$ cat config.mk
export PLATFORM = sky130hd
export DESIGN_NAME = dwc_ecc_write_check
export DESIGN_NICKNAME = d
export VERILOG_FILES = /design/src/dwc_pkg.sv /design/src/dwc_region_if.sv /design/src/dwc_region_match.sv /design/src/dwc_ecc_write_check.sv
export SDC_FILE = /design/constraint.sdc
export NUM_CORES = 1
export LEC_CHECK = 0
export ABC_CLOCK_PERIOD_IN_PS = 2970
export BUFFER_PORTS_ARGS = -buffer_cell sky130_fd_sc_hd__buf_2
export CAP_MARGIN = 20
export CORE_MARGIN = 5
export CORE_UTILIZATION = 48
export CTS_CLUSTER_SIZE = 30
export DETAILED_ROUTE_END_ITERATION = 7
export PLACE_DENSITY = 0.89
export SLEW_MARGIN = 40
export SYNTH_ARGS = -nofsm -noshare
export SYNTH_HDL_FRONTEND = slang
export SYNTH_SLANG_ARGS = --single-unit
$ cat constraint.sdc
create_clock -name ref_clk -period 2.97 [get_ports ref_clk]
set_clock_uncertainty 0.05 [all_clocks]
set_input_delay 0.4455 -clock ref_clk [delete_from_list [all_inputs] [get_ports ref_clk]]
set_output_delay 0.4455 -clock ref_clk [all_outputs]
set_load 0.1 [all_outputs]
$ cat src/dwc_pkg.sv
// constants and types for the ddr ecc write legality check
// assumes a single 50 MHz clock domain and synchronous active-high reset
package dwc_pkg;

	localparam int ADDR_W = 32;
	localparam int DATA_W = 32;
	localparam int STRB_W = DATA_W / 8;
	localparam int INIT_W = 8;
	localparam int NUM_RANGES = 4;
	localparam int TYPE_W = 2;

	// bus width selects the ecc quantum: 16 or 32 bits
	localparam int QUANTUM_16_BYTES = 2;
	localparam int QUANTUM_32_BYTES = 4;

	// reset values
	localparam logic [STRB_W-1:0] STRB_NONE = 4'h0;
	localparam logic [TYPE_W-1:0] TYPE_NONE = 2'h0;
	localparam logic [INIT_W-1:0] INIT_NONE = 8'h00;

	// access type codes stored in the offender log
	typedef enum logic [TYPE_W-1:0] {
		DWC_ACC_READ = 2'h0,
		DWC_ACC_WRITE = 2'h1,
		DWC_ACC_WRITE_BURST = 2'h3
	} dwc_acc_t;

	// response codes toward the initiator
	typedef enum logic [1:0] {
		DWC_RESP_OKAY = 2'h0,
		DWC_RESP_ERROR = 2'h2
	} dwc_resp_t;

	// checker pipeline states, gray along idle -> check -> respond
	typedef enum logic [1:0] {
		DWC_IDLE = 2'b00,
		DWC_CHECK = 2'b01,
		DWC_RESP = 2'b11
	} dwc_state_t;

endpackage : dwc_pkg

$ cat src/dwc_region_if.sv
// carries one request and its region verdict between top and region matcher
// assumes both ends on ref_clk
`timescale 1ns/100ps
interface dwc_region_if;
	import dwc_pkg::*;
	logic [ADDR_W-1:0] addr; // request address
	logic hit; // address lies in an ecc range
	modport top (output addr, input hit);
	modport matcher (input addr, output hit);
endinterface : dwc_region_if

$ cat src/dwc_region_match.sv
// range matcher: decides if an address lies in an enabled ecc range
// assumes range limits held stable by the configuration source
`timescale 1ns/100ps
module dwc_region_match
	import dwc_pkg::*;
(
	dwc_region_if.matcher rif, // address in, verdict out
	input wire logic ecc_enable, // global ecc enable
	input wire logic [NUM_RANGES-1:0] range_enable, // per-range enable
	input wire logic [NUM_RANGES*ADDR_W-1:0] range_base, // packed bases
	input wire logic [NUM_RANGES*ADDR_W-1:0] range_limit // packed limits
);
	// only enabled ranges protect; global disable clears everything
	always_comb begin
		rif.hit = 1'b0;
		for (int i = 0; i < NUM_RANGES; i++) begin
			if (ecc_enable && range_enable[i] &&
					rif.addr >= range_base[i*ADDR_W +: ADDR_W] &&
					rif.addr <= range_limit[i*ADDR_W +: ADDR_W]) begin
				rif.hit = 1'b1;
			end
		end
	end
endmodule : dwc_region_match

$ cat src/dwc_ecc_write_check.sv
// write legality checker for a ddr controller with ecc regions
// assumes initiators hold a request until accepted, one in flight at a time
`timescale 1ns/100ps

// Functional notes
// - in ecc range, a legal write is whole-quantum sized and aligned
// - any sub-quantum write into ecc space is flagged illegal
// - an illegal ecc write raises the error interrupt pulse
// - the offending initiator gets an error response for that write
// - legal traffic never receives an error response
// - error interrupt never fires for legal traffic
// - type and initiator of the latest offender are logged, overwriting
// - ecc may be enabled per range or disabled globally
module dwc_ecc_write_check
	import dwc_pkg::*;
(
	// clock and reset
	input wire logic ref_clk, // 50 MHz clock
	input wire logic reset, // synchronous, active high
	// configuration, to be held still while traffic flows
	input wire logic bus_is_32, // 1: 32-bit ddr bus, 0: 16-bit
	input wire logic ecc_enable, // global ecc enable
	input wire logic [dwc_pkg::NUM_RANGES-1:0] range_enable, // per range
	input wire logic [dwc_pkg::NUM_RANGES*dwc_pkg::ADDR_W-1:0] range_base, // lo
	input wire logic [dwc_pkg::NUM_RANGES*dwc_pkg::ADDR_W-1:0] range_limit, // hi
	// request side, from the on-chip initiators
	input wire logic req_valid, // request present
	output logic req_ready, // request taken this cycle
	input wire logic req_write, // 1 write, 0 read
	input wire logic req_burst, // write is part of a burst
	input wire logic [dwc_pkg::ADDR_W-1:0] req_addr, // byte address
	input wire logic [dwc_pkg::STRB_W-1:0] req_strb, // byte enables
	input wire logic [dwc_pkg::INIT_W-1:0] req_init, // initiator id
	// answer back to the initiator
	output logic resp_valid, // response pulse
	output logic [1:0] resp_code, // okay or error
	output logic [dwc_pkg::INIT_W-1:0] resp_init, // initiator addressed
	// legal traffic toward the ddr side
	output logic fwd_valid, // legal access forwarded to ddr pulse
	output logic [dwc_pkg::ADDR_W-1:0] fwd_addr, // forwarded address
	output logic [dwc_pkg::STRB_W-1:0] fwd_strb, // forwarded byte enables
	output logic fwd_write, // forwarded direction
	// interrupt and offender log
	output logic err_irq, // error interrupt pulse to cpu
	output logic [dwc_pkg::TYPE_W-1:0] log_type, // last offender access type
	output logic [dwc_pkg::INIT_W-1:0] log_init, // last offender initiator
	output logic log_valid // log holds a record
);
	import dwc_pkg::*;

	dwc_state_t state;
	logic [ADDR_W-1:0] cap_addr;
	logic [STRB_W-1:0] cap_strb;
	logic [INIT_W-1:0] cap_init;
	logic cap_write;
	logic cap_burst;
	logic in_ecc;
	logic illegal;
	logic take; // request accepted at this edge
	logic judge; // captured request is being judged
	logic [TYPE_W-1:0] next_log_type; // kind of the current offender

	// matcher works on the captured address, never the live one
	dwc_region_if rif ();
	assign rif.addr = cap_addr;

	dwc_region_match u_match (
		.rif(rif),
		.ecc_enable(ecc_enable),
		.range_enable(range_enable),
		.range_base(range_base),
		.range_limit(range_limit)
	);
	assign in_ecc = rif.hit;

	// accept only from idle; ready is low there, so one capture per request
	assign take = (state == DWC_IDLE) && req_valid && !req_ready;

	// the verdict is formed in the single check cycle
	assign judge = (state == DWC_CHECK);

	// burst writes are logged apart so software can tell them from singles
	always_comb begin
		next_log_type = DWC_ACC_WRITE;
		if (cap_burst) begin
			next_log_type = DWC_ACC_WRITE_BURST;
		end
	end

	// whole-quantum aligned test; a 16-bit bus uses strobe lanes 1:0 only
	function automatic logic quantum_ok(
			input logic is32,
			input logic [ADDR_W-1:0] a,
			input logic [STRB_W-1:0] s);
		logic ok;
		ok = 1'b0;
		if (is32) begin
			ok = (a[1:0] == 2'h0) && (s == 4'hf);
		end else begin
			ok = (a[0] == 1'b0) && (s[1:0] == 2'h3);
		end
		return ok;
	endfunction : quantum_ok

	// reads are never illegal; only sub-quantum or unaligned writes in ecc space are
	// so an unaligned read in ecc space is let through untouched
	assign illegal = cap_write && in_ecc &&
		!quantum_ok(bus_is_32, cap_addr, cap_strb);

	// state sequence: capture, check one cycle, answer one cycle
	always_ff @(posedge ref_clk) begin
		if (reset) begin
			state <= DWC_IDLE;
		end else begin
			case (state)
				DWC_IDLE: begin
					if (take) begin
						state <= DWC_CHECK;
					end
				end
				DWC_CHECK: begin
					state <= DWC_RESP; // verdict is registered here
				end
				DWC_RESP: begin
					state <= DWC_IDLE; // answer pulse, then free again
				end
				default: begin
					state <= DWC_IDLE; // unused code falls back to idle
				end
			endcase
		end
	end

	// request capture; ready is a one-cycle accept pulse
	// config is not captured, so it must stay put while a request is busy
	always_ff @(posedge ref_clk) begin
		if (reset) begin
			req_ready <= 1'b0;
			cap_addr <= '0;
			cap_strb <= STRB_NONE;
			cap_init <= INIT_NONE;
			cap_write <= 1'b0;
			cap_burst <= 1'b0;
		end else begin
			req_ready <= 1'b0;
			if (take) begin
				req_ready <= 1'b1;
				cap_addr <= req_addr;
				cap_strb <= req_strb;
				cap_init <= req_init;
				cap_write <= req_write;
				cap_burst <= req_burst;
			end
		end
	end

	// response to initiator; the verdict comes from the captured request only,
	// so no other queued command can corrupt it
	always_ff @(posedge ref_clk) begin
		if (reset) begin
			resp_valid <= 1'b0;
			resp_code <= DWC_RESP_OKAY;
			resp_init <= INIT_NONE;
		end else begin
			resp_valid <= 1'b0;
			if (judge) begin
				resp_valid <= 1'b1;
				resp_init <= cap_init;
				if (illegal) begin
					resp_code <= DWC_RESP_ERROR;
				end else begin
					resp_code <= DWC_RESP_OKAY;
				end
			end
		end
	end

	// legal accesses pass on to the ddr side; illegal writes are dropped
	// dropping them keeps memory and its ecc bits clear of bad writes
	always_ff @(posedge ref_clk) begin
		if (reset) begin
			fwd_valid <= 1'b0;
			fwd_addr <= '0;
			fwd_strb <= STRB_NONE;
			fwd_write <= 1'b0;
		end else begin
			fwd_valid <= 1'b0;
			if (judge && !illegal) begin
				fwd_valid <= 1'b1;
				fwd_addr <= cap_addr;
				fwd_strb <= cap_strb;
				fwd_write <= cap_write;
			end
		end
	end

	// interrupt pulse only on a true illegal write
	// registered, so the cpu never sees a glitch from the range compare
	always_ff @(posedge ref_clk) begin
		if (reset) begin
			err_irq <= 1'b0;
		end else begin
			err_irq <= judge && illegal;
		end
	end

	// offender log, latest wins; untouched by legal traffic
	always_ff @(posedge ref_clk) begin
		if (reset) begin
			log_type <= TYPE_NONE;
			log_init <= INIT_NONE;
			log_valid <= 1'b0;
		end else if (judge && illegal) begin
			log_type <= next_log_type;
			log_init <= cap_init;
			log_valid <= 1'b1;
		end
	end

endmodule : dwc_ecc_write_check

**After elaboration in Yosys (flattened, before gate mapping)**

Index checks and enable logic that the tools add are counted.

- Add/sub/neg operators: 0
- Multiply operators: 0
- Div/mod/pow operators: 0
- Magnitude comparators: 8
- Equal/unequal tests: 4
- Shift operators: 0
- Muxes and demuxes: 12
- Bitwise gates (word level): 1
- Reductions and logical operators: 25

Operator list:

| cell | number |
|---|---|
| $ge A32 B32 Y1 | 4 |
| $le A32 B32 Y1 | 4 |
| $logic_and A1 B1 Y1 | 20 |
| $mux W1 | 8 |
| $mux W2 | 3 |
| $eq A4 B4 Y1 const B | 1 |
| $logic_not A2 Y1 | 2 |
| $pmux W2 S2 | 1 |
| $logic_not A1 Y1 | 3 |
| $eq A2 B1 Y1 const B | 1 |
| $eq A2 B2 Y1 const B | 1 |
| $ne A2 B2 Y1 const B | 1 |
| $not A1 Y1 | 1 |

- Register bits: 110
- Bits in latches: 0
- Bits in writable memories: 0
- ROM bits: 0
- Bits of input ports: 311
- Output and inout bits: 62
- Word-level logic and storage cells: 68
- Memories: 0

**Depth between registers and ports, before layout**

- Word-level depth: 12
- Depth in mapped cells: 12
- Depth with buffers taken out: 10

**Cells and area by module**

A second synthesis with hierarchy kept.

- Cells, all modules: 1264
- Area, all modules: 10083.4 um^2

Modules (own cells, without submodules):

| module | times used | cells an instance | area each (um^2) | seq. area each (um^2) |
|---|---|---|---|---|
| dwc_region_match | 1 | 893 | 6378.6 | 0.0 |
| dwc_ecc_write_check | 1 | 371 | 3704.8 | 2162.1 |

**Least setup slack after synthesis**

Ideal clock, no wire load.

- Kind: in2reg
- Start: in range_base[111] (netlist bit)
- End: reg fwd_addr[10] (netlist bit)
- Arrival: 2.737 ns
- Required time: 2.826 ns
- Slack: 0.090 ns
- Cell stages on the path: 12
- Cell sequence: inv_1 > ha_1 > a41o_1 > a211o_1 > a211o_1 > a41oi_1 > o21ai_1 > o2bb2a_1 > buf_2 > clkbuf_1 > nand4_1 > o311ai_2

- Cells in the longest elaborated chain, start to end: 8

RTL lines:

| element | RTL line | source |
|---|---|---|
| start, declared | dwc_ecc_write_check.sv:24 | `input wire logic [dwc_pkg::NUM_RANGES*dwc_pkg::ADDR_W-1:0] range_base,` |
| $ge A32 B32 Y1 | dwc_region_match.sv:18 | `rif.addr >= range_base[i*ADDR_W +: ADDR_W] &&` |
| $logic_and A1 B1 Y1 | dwc_region_match.sv:17 | `if (ecc_enable && range_enable[i] &&` |
| $logic_and A1 B1 Y1 | dwc_region_match.sv:18 |  |
| $mux W1 | dwc_region_match.sv:17 |  |
| $logic_and A1 B1 Y1 (2 in series) | dwc_ecc_write_check.sv:107 | `assign illegal = cap_write && in_ecc &&` |
| $logic_not A1 Y1 | dwc_ecc_write_check.sv:188 | `if (judge && !illegal) begin` |
| $logic_and A1 B1 Y1 | dwc_ecc_write_check.sv:188 |  |
| end signal, assigned | dwc_ecc_write_check.sv:190 | `fwd_addr <= cap_addr;` |
| end, declared | dwc_ecc_write_check.sv:40 | `output logic [dwc_pkg::ADDR_W-1:0] fwd_addr,` |

No other way between the ends.
A chain may end at the register's enable or synchronous reset.

**Worst setup path after layout**

- Start: reg cap_addr[14]
- End: reg fwd_addr[28] (netlist bit)

- Cells in the longest elaborated chain, start to end: 11
- Elaborated cells between the ends (all ways): 24

RTL lines:

| element | RTL line | source |
|---|---|---|
| start, declared | dwc_ecc_write_check.sv:52 | `logic [ADDR_W-1:0] cap_addr;` |
| start signal, assigned | dwc_ecc_write_check.sv:148 | `cap_addr <= req_addr;` |
| $ge A32 B32 Y1 | dwc_region_match.sv:18 |  |
| $logic_and A1 B1 Y1 | dwc_region_match.sv:17 |  |
| $logic_and A1 B1 Y1 | dwc_region_match.sv:18 |  |
| $mux W1 (3 in series) | dwc_region_match.sv:17 |  |
| $mux W1 * | dwc_region_match.sv:17 |  |
| $logic_and A1 B1 Y1 * (2 in series) | dwc_ecc_write_check.sv:107 |  |
| $logic_not A1 Y1 * | dwc_ecc_write_check.sv:188 |  |
| $logic_and A1 B1 Y1 * | dwc_ecc_write_check.sv:188 |  |

Every way passes the cells marked *; elsewhere a longest branch is shown, timed or not.

==> results.cfg <==
[run_status]
status = complete, but fails checks
violations = setup timing

[setup_path]
worst_r2r_path_depth = 12
crit_path_max_fanout = 8
cp.required_ns = 3.14
end_kind = flop
arrival_ns = 3.18
crit_slowest_cell = dfxtp_4
r2r_slack_ns = -0.05
path_common_cell = buf_4
reg2reg_to = fwd_addr[28]
reg2reg_from = cap_addr[14]
crit_chain = buf_4 > ha_1 > nand4_1 > nor3_2 > buf_4 > a21boi_0 > o31ai_1 > a21oi_2 > o2bb2a_4 > and3_4 > clkbuf_16 > o311ai_4
startpoint_type = flop
setup.worst_path.class = reg -> reg
cpPeakStageDelay_ns = 0.39

[drt]
via_per_inst = 5.88
drc_errors = 0
num_vias = 13377
wl_mm = 46.7
wl_per_cell_microns = 20.5
dr.first_iter.drc_count = 1307
drt_pass1_iterations = 5
drtAntennaViolNets = 0

[floorplanning]
coreArea_sq_um = 23300
fp.dieH_microns = 163
die_area_sq_um = 26700
die_x_microns = 163
start_util_pct = 48.4
num_rows = 56
io_pins = 373

[global_route]
grt_pass1_vias = 12831
grt_antenna_before_repair = 3
grt_overflow = 0
grt_usage_pct = 31.4
grt_max_degree = 72
grt_pass1_wl_mm = 66.4

[clock_network]
path_clk_slew_ns = 0.08
cts_tree = yes
cts_max_level = 3
root_buffer = clkbuf_16
ctsLongestPathBuffers = 2
numCtsBuffers = 9
cts_hold_buf = 0
clock_latency_ns = 0.35
cts_sinks = 108

[sta]
finalSetupViolCount = 27
rsz0062_at_grt = true
slew_headroom_pct = 53.3
fin_crit_ns = 3.02
worst_pin_slew_ns = 0.701
setup_ws_ns = -0.0464
hold_violations = 0
min_period_over_period_pct = 102
maxSlewViolCount = 0
fmax_mhz = 332

[run]
max_cap_violations = 0

[hold_path]
hp-start = req_addr[5]
min_to = cap_addr[5]
hold_path_depth = 3
hp-class = in -> reg

[final_layout]
final_common_cell = buf_2
post-route-cell-area_sq_um = 15800
drive_gt1_share_pct = 33.4
final_cell_mix = buf_2, inv_1, ha_1
nNetsFinal = 2515
regArea_sq_um = 2220
area_growth_pct = 40.2
multi_input_area_sq_um = 8820
fill_cells = 1812
fin_cells = 2276

[placement]
place_congestion = 0.985
portBuffers = 371
hpwlAfterDp_mm = 35.6
dp_cells = 2236
dpl_cell_area_sq_um = 14200

[logic_synthesis]
syn-cell-area_sq_um = 11300
synth-seq-area-share_pct = 19.2
netlist_instances = 1501
async_reset_ff_share_pct = 0
synth_nets = 2068
ys_warn_count = 0
synth_edf_count = 0
yosys_register_bits = 108
synth_cell_type_count = 59
ys.flop_type = dfxtp_1
syn_avg_cell_area_sq_um = 7.52

[power_and_ir_drop]
power_density_nw_per_um2 = 320
p_total_mw = 5.07
peakVddDrop_mv = 0.267
p_leak_nw = 9.59
-- report_power, final --
part	internal (mW)	switching, mW	total [mW]
sequential	1.53	0.106	1.64
clock	0.651	0.549	1.20
combinational	0.878	1.35	2.23
total	3.06	2.00	5.07
-- cell families after synthesis --
| logic type | Yosys count | synth area share [%] |
|---|---|---|
| buffers and inverters | 319 | 11.0 |
| other | 1 | 0.0332 |
| DFF | 108 | 19.2 |
| AOI/OAI and AO/OA | 341 | 20.9 |
| and+or+nand+nor | 467 | 19.8 |
| muxes | 9 | 0.798 |
| adders and majority gates | 256 | 28.4 |
-- what timing repair did --
action                     4_1_cts  5_1_grt
pin swaps                       10       78
setup endpoints to repair       50       50
gates resized for setup         51      129
gates cloned                     1        6
setup buffers                    2       10
-- registers in the layout (all words and copies together) (netlist names) --
| register | count |
|---|---|
| cap_write | 1 |
| cap_burst | 1 |
| state | 2 |
| fwd_addr | 32 |
| fwd_write | 1 |
| req_ready | 1 |
| log_init | 8 |
| err_irq | 1 |
| cap_addr | 32 |
| resp_valid | 1 |
| fwd_strb | 4 |
| resp_init | 8 |
| cap_strb | 4 |
| fwd_valid | 1 |
| log_type | 2 |
| cap_init | 8 |
| resp_code | 1 |
-- layer usage --
metal,global-route usage (%),part of all wire (%),up-vias
met4,19.7,7.4,0
met3,4.06,8.2,218
met2,51.9,46,813
li1,-,-,6174
met1,38.7,38,6172
met5,0,0,-
-- area by class of cell --
type	instances	area share, %
well taps	319	2.52
repair buffers	499	19.8
flip-flops and latches	108	14.0
diodes	4	0.0632
clock buffers	11	1.47
inverters	256	6.09
multi-input cells	1074	55.7
clock inverters	5	0.332
-- synth_stat cells (9+ instances only) --
library cell	count	area, sq um
ha_1	256	3200
inv_1	256	961
nand2_1	213	800
a21oi_1	180	901
dfxtp_1	108	2160
nand4_1	75	469
nor2_1	67	251
clkbuf_1	52	195
and3_1	39	244
o21ai_0	30	150
o311ai_2	30	488
nand3_1	22	110
a21o_1	16	120
a211oi_1	11	82.6
nor3_1	10	50.1
mux2i_1	9	90.1
nor2b_1	9	56.3
-- metrics by stage --
stage	hold WS, ns	TNS [ns]	setup slack (ns)	util (%)
floorplan	0.386	0	0.0895	-
global placement	0.391	-12.42	-0.284	60.9
detailed placement	0.395	-16.10	-0.410	60.9
CTS	0.273	-0.0353	-0.0209	62.9
global route	0.268	-3.87	-0.179	67.8
finish	0.277	-0.442	-0.0464	67.8
-- critical path, delay by kind of cell (launching register included) --
family                     cells  cell delay [ns]
buffers and inverters          3             0.57
DFF                            1             0.39
AOI/OAI and AO/OA              5             0.74
adders and majority gates      1             0.30
and+or+nand+nor                3             0.84
-- how the worst max path moves through the flow --
stage | start | endpoint | cells past startpoint | slack, ns
detailed placement | range_base[49] | fwd_addr[31] | 13 | -0.41
global route | cap_addr[29] | log_init[0] | 12 | -0.18
global placement | range_base[49] | fwd_addr[25] | 13 | -0.28
CTS | cap_addr[23] | fwd_addr[28] | 11 | -0.02
finish | cap_addr[14] | fwd_addr[28] | 12 | -0.05
floorplan | range_base[111] | fwd_addr[10] | 12 | 0.09
Power figures use the tool's default switching activity.
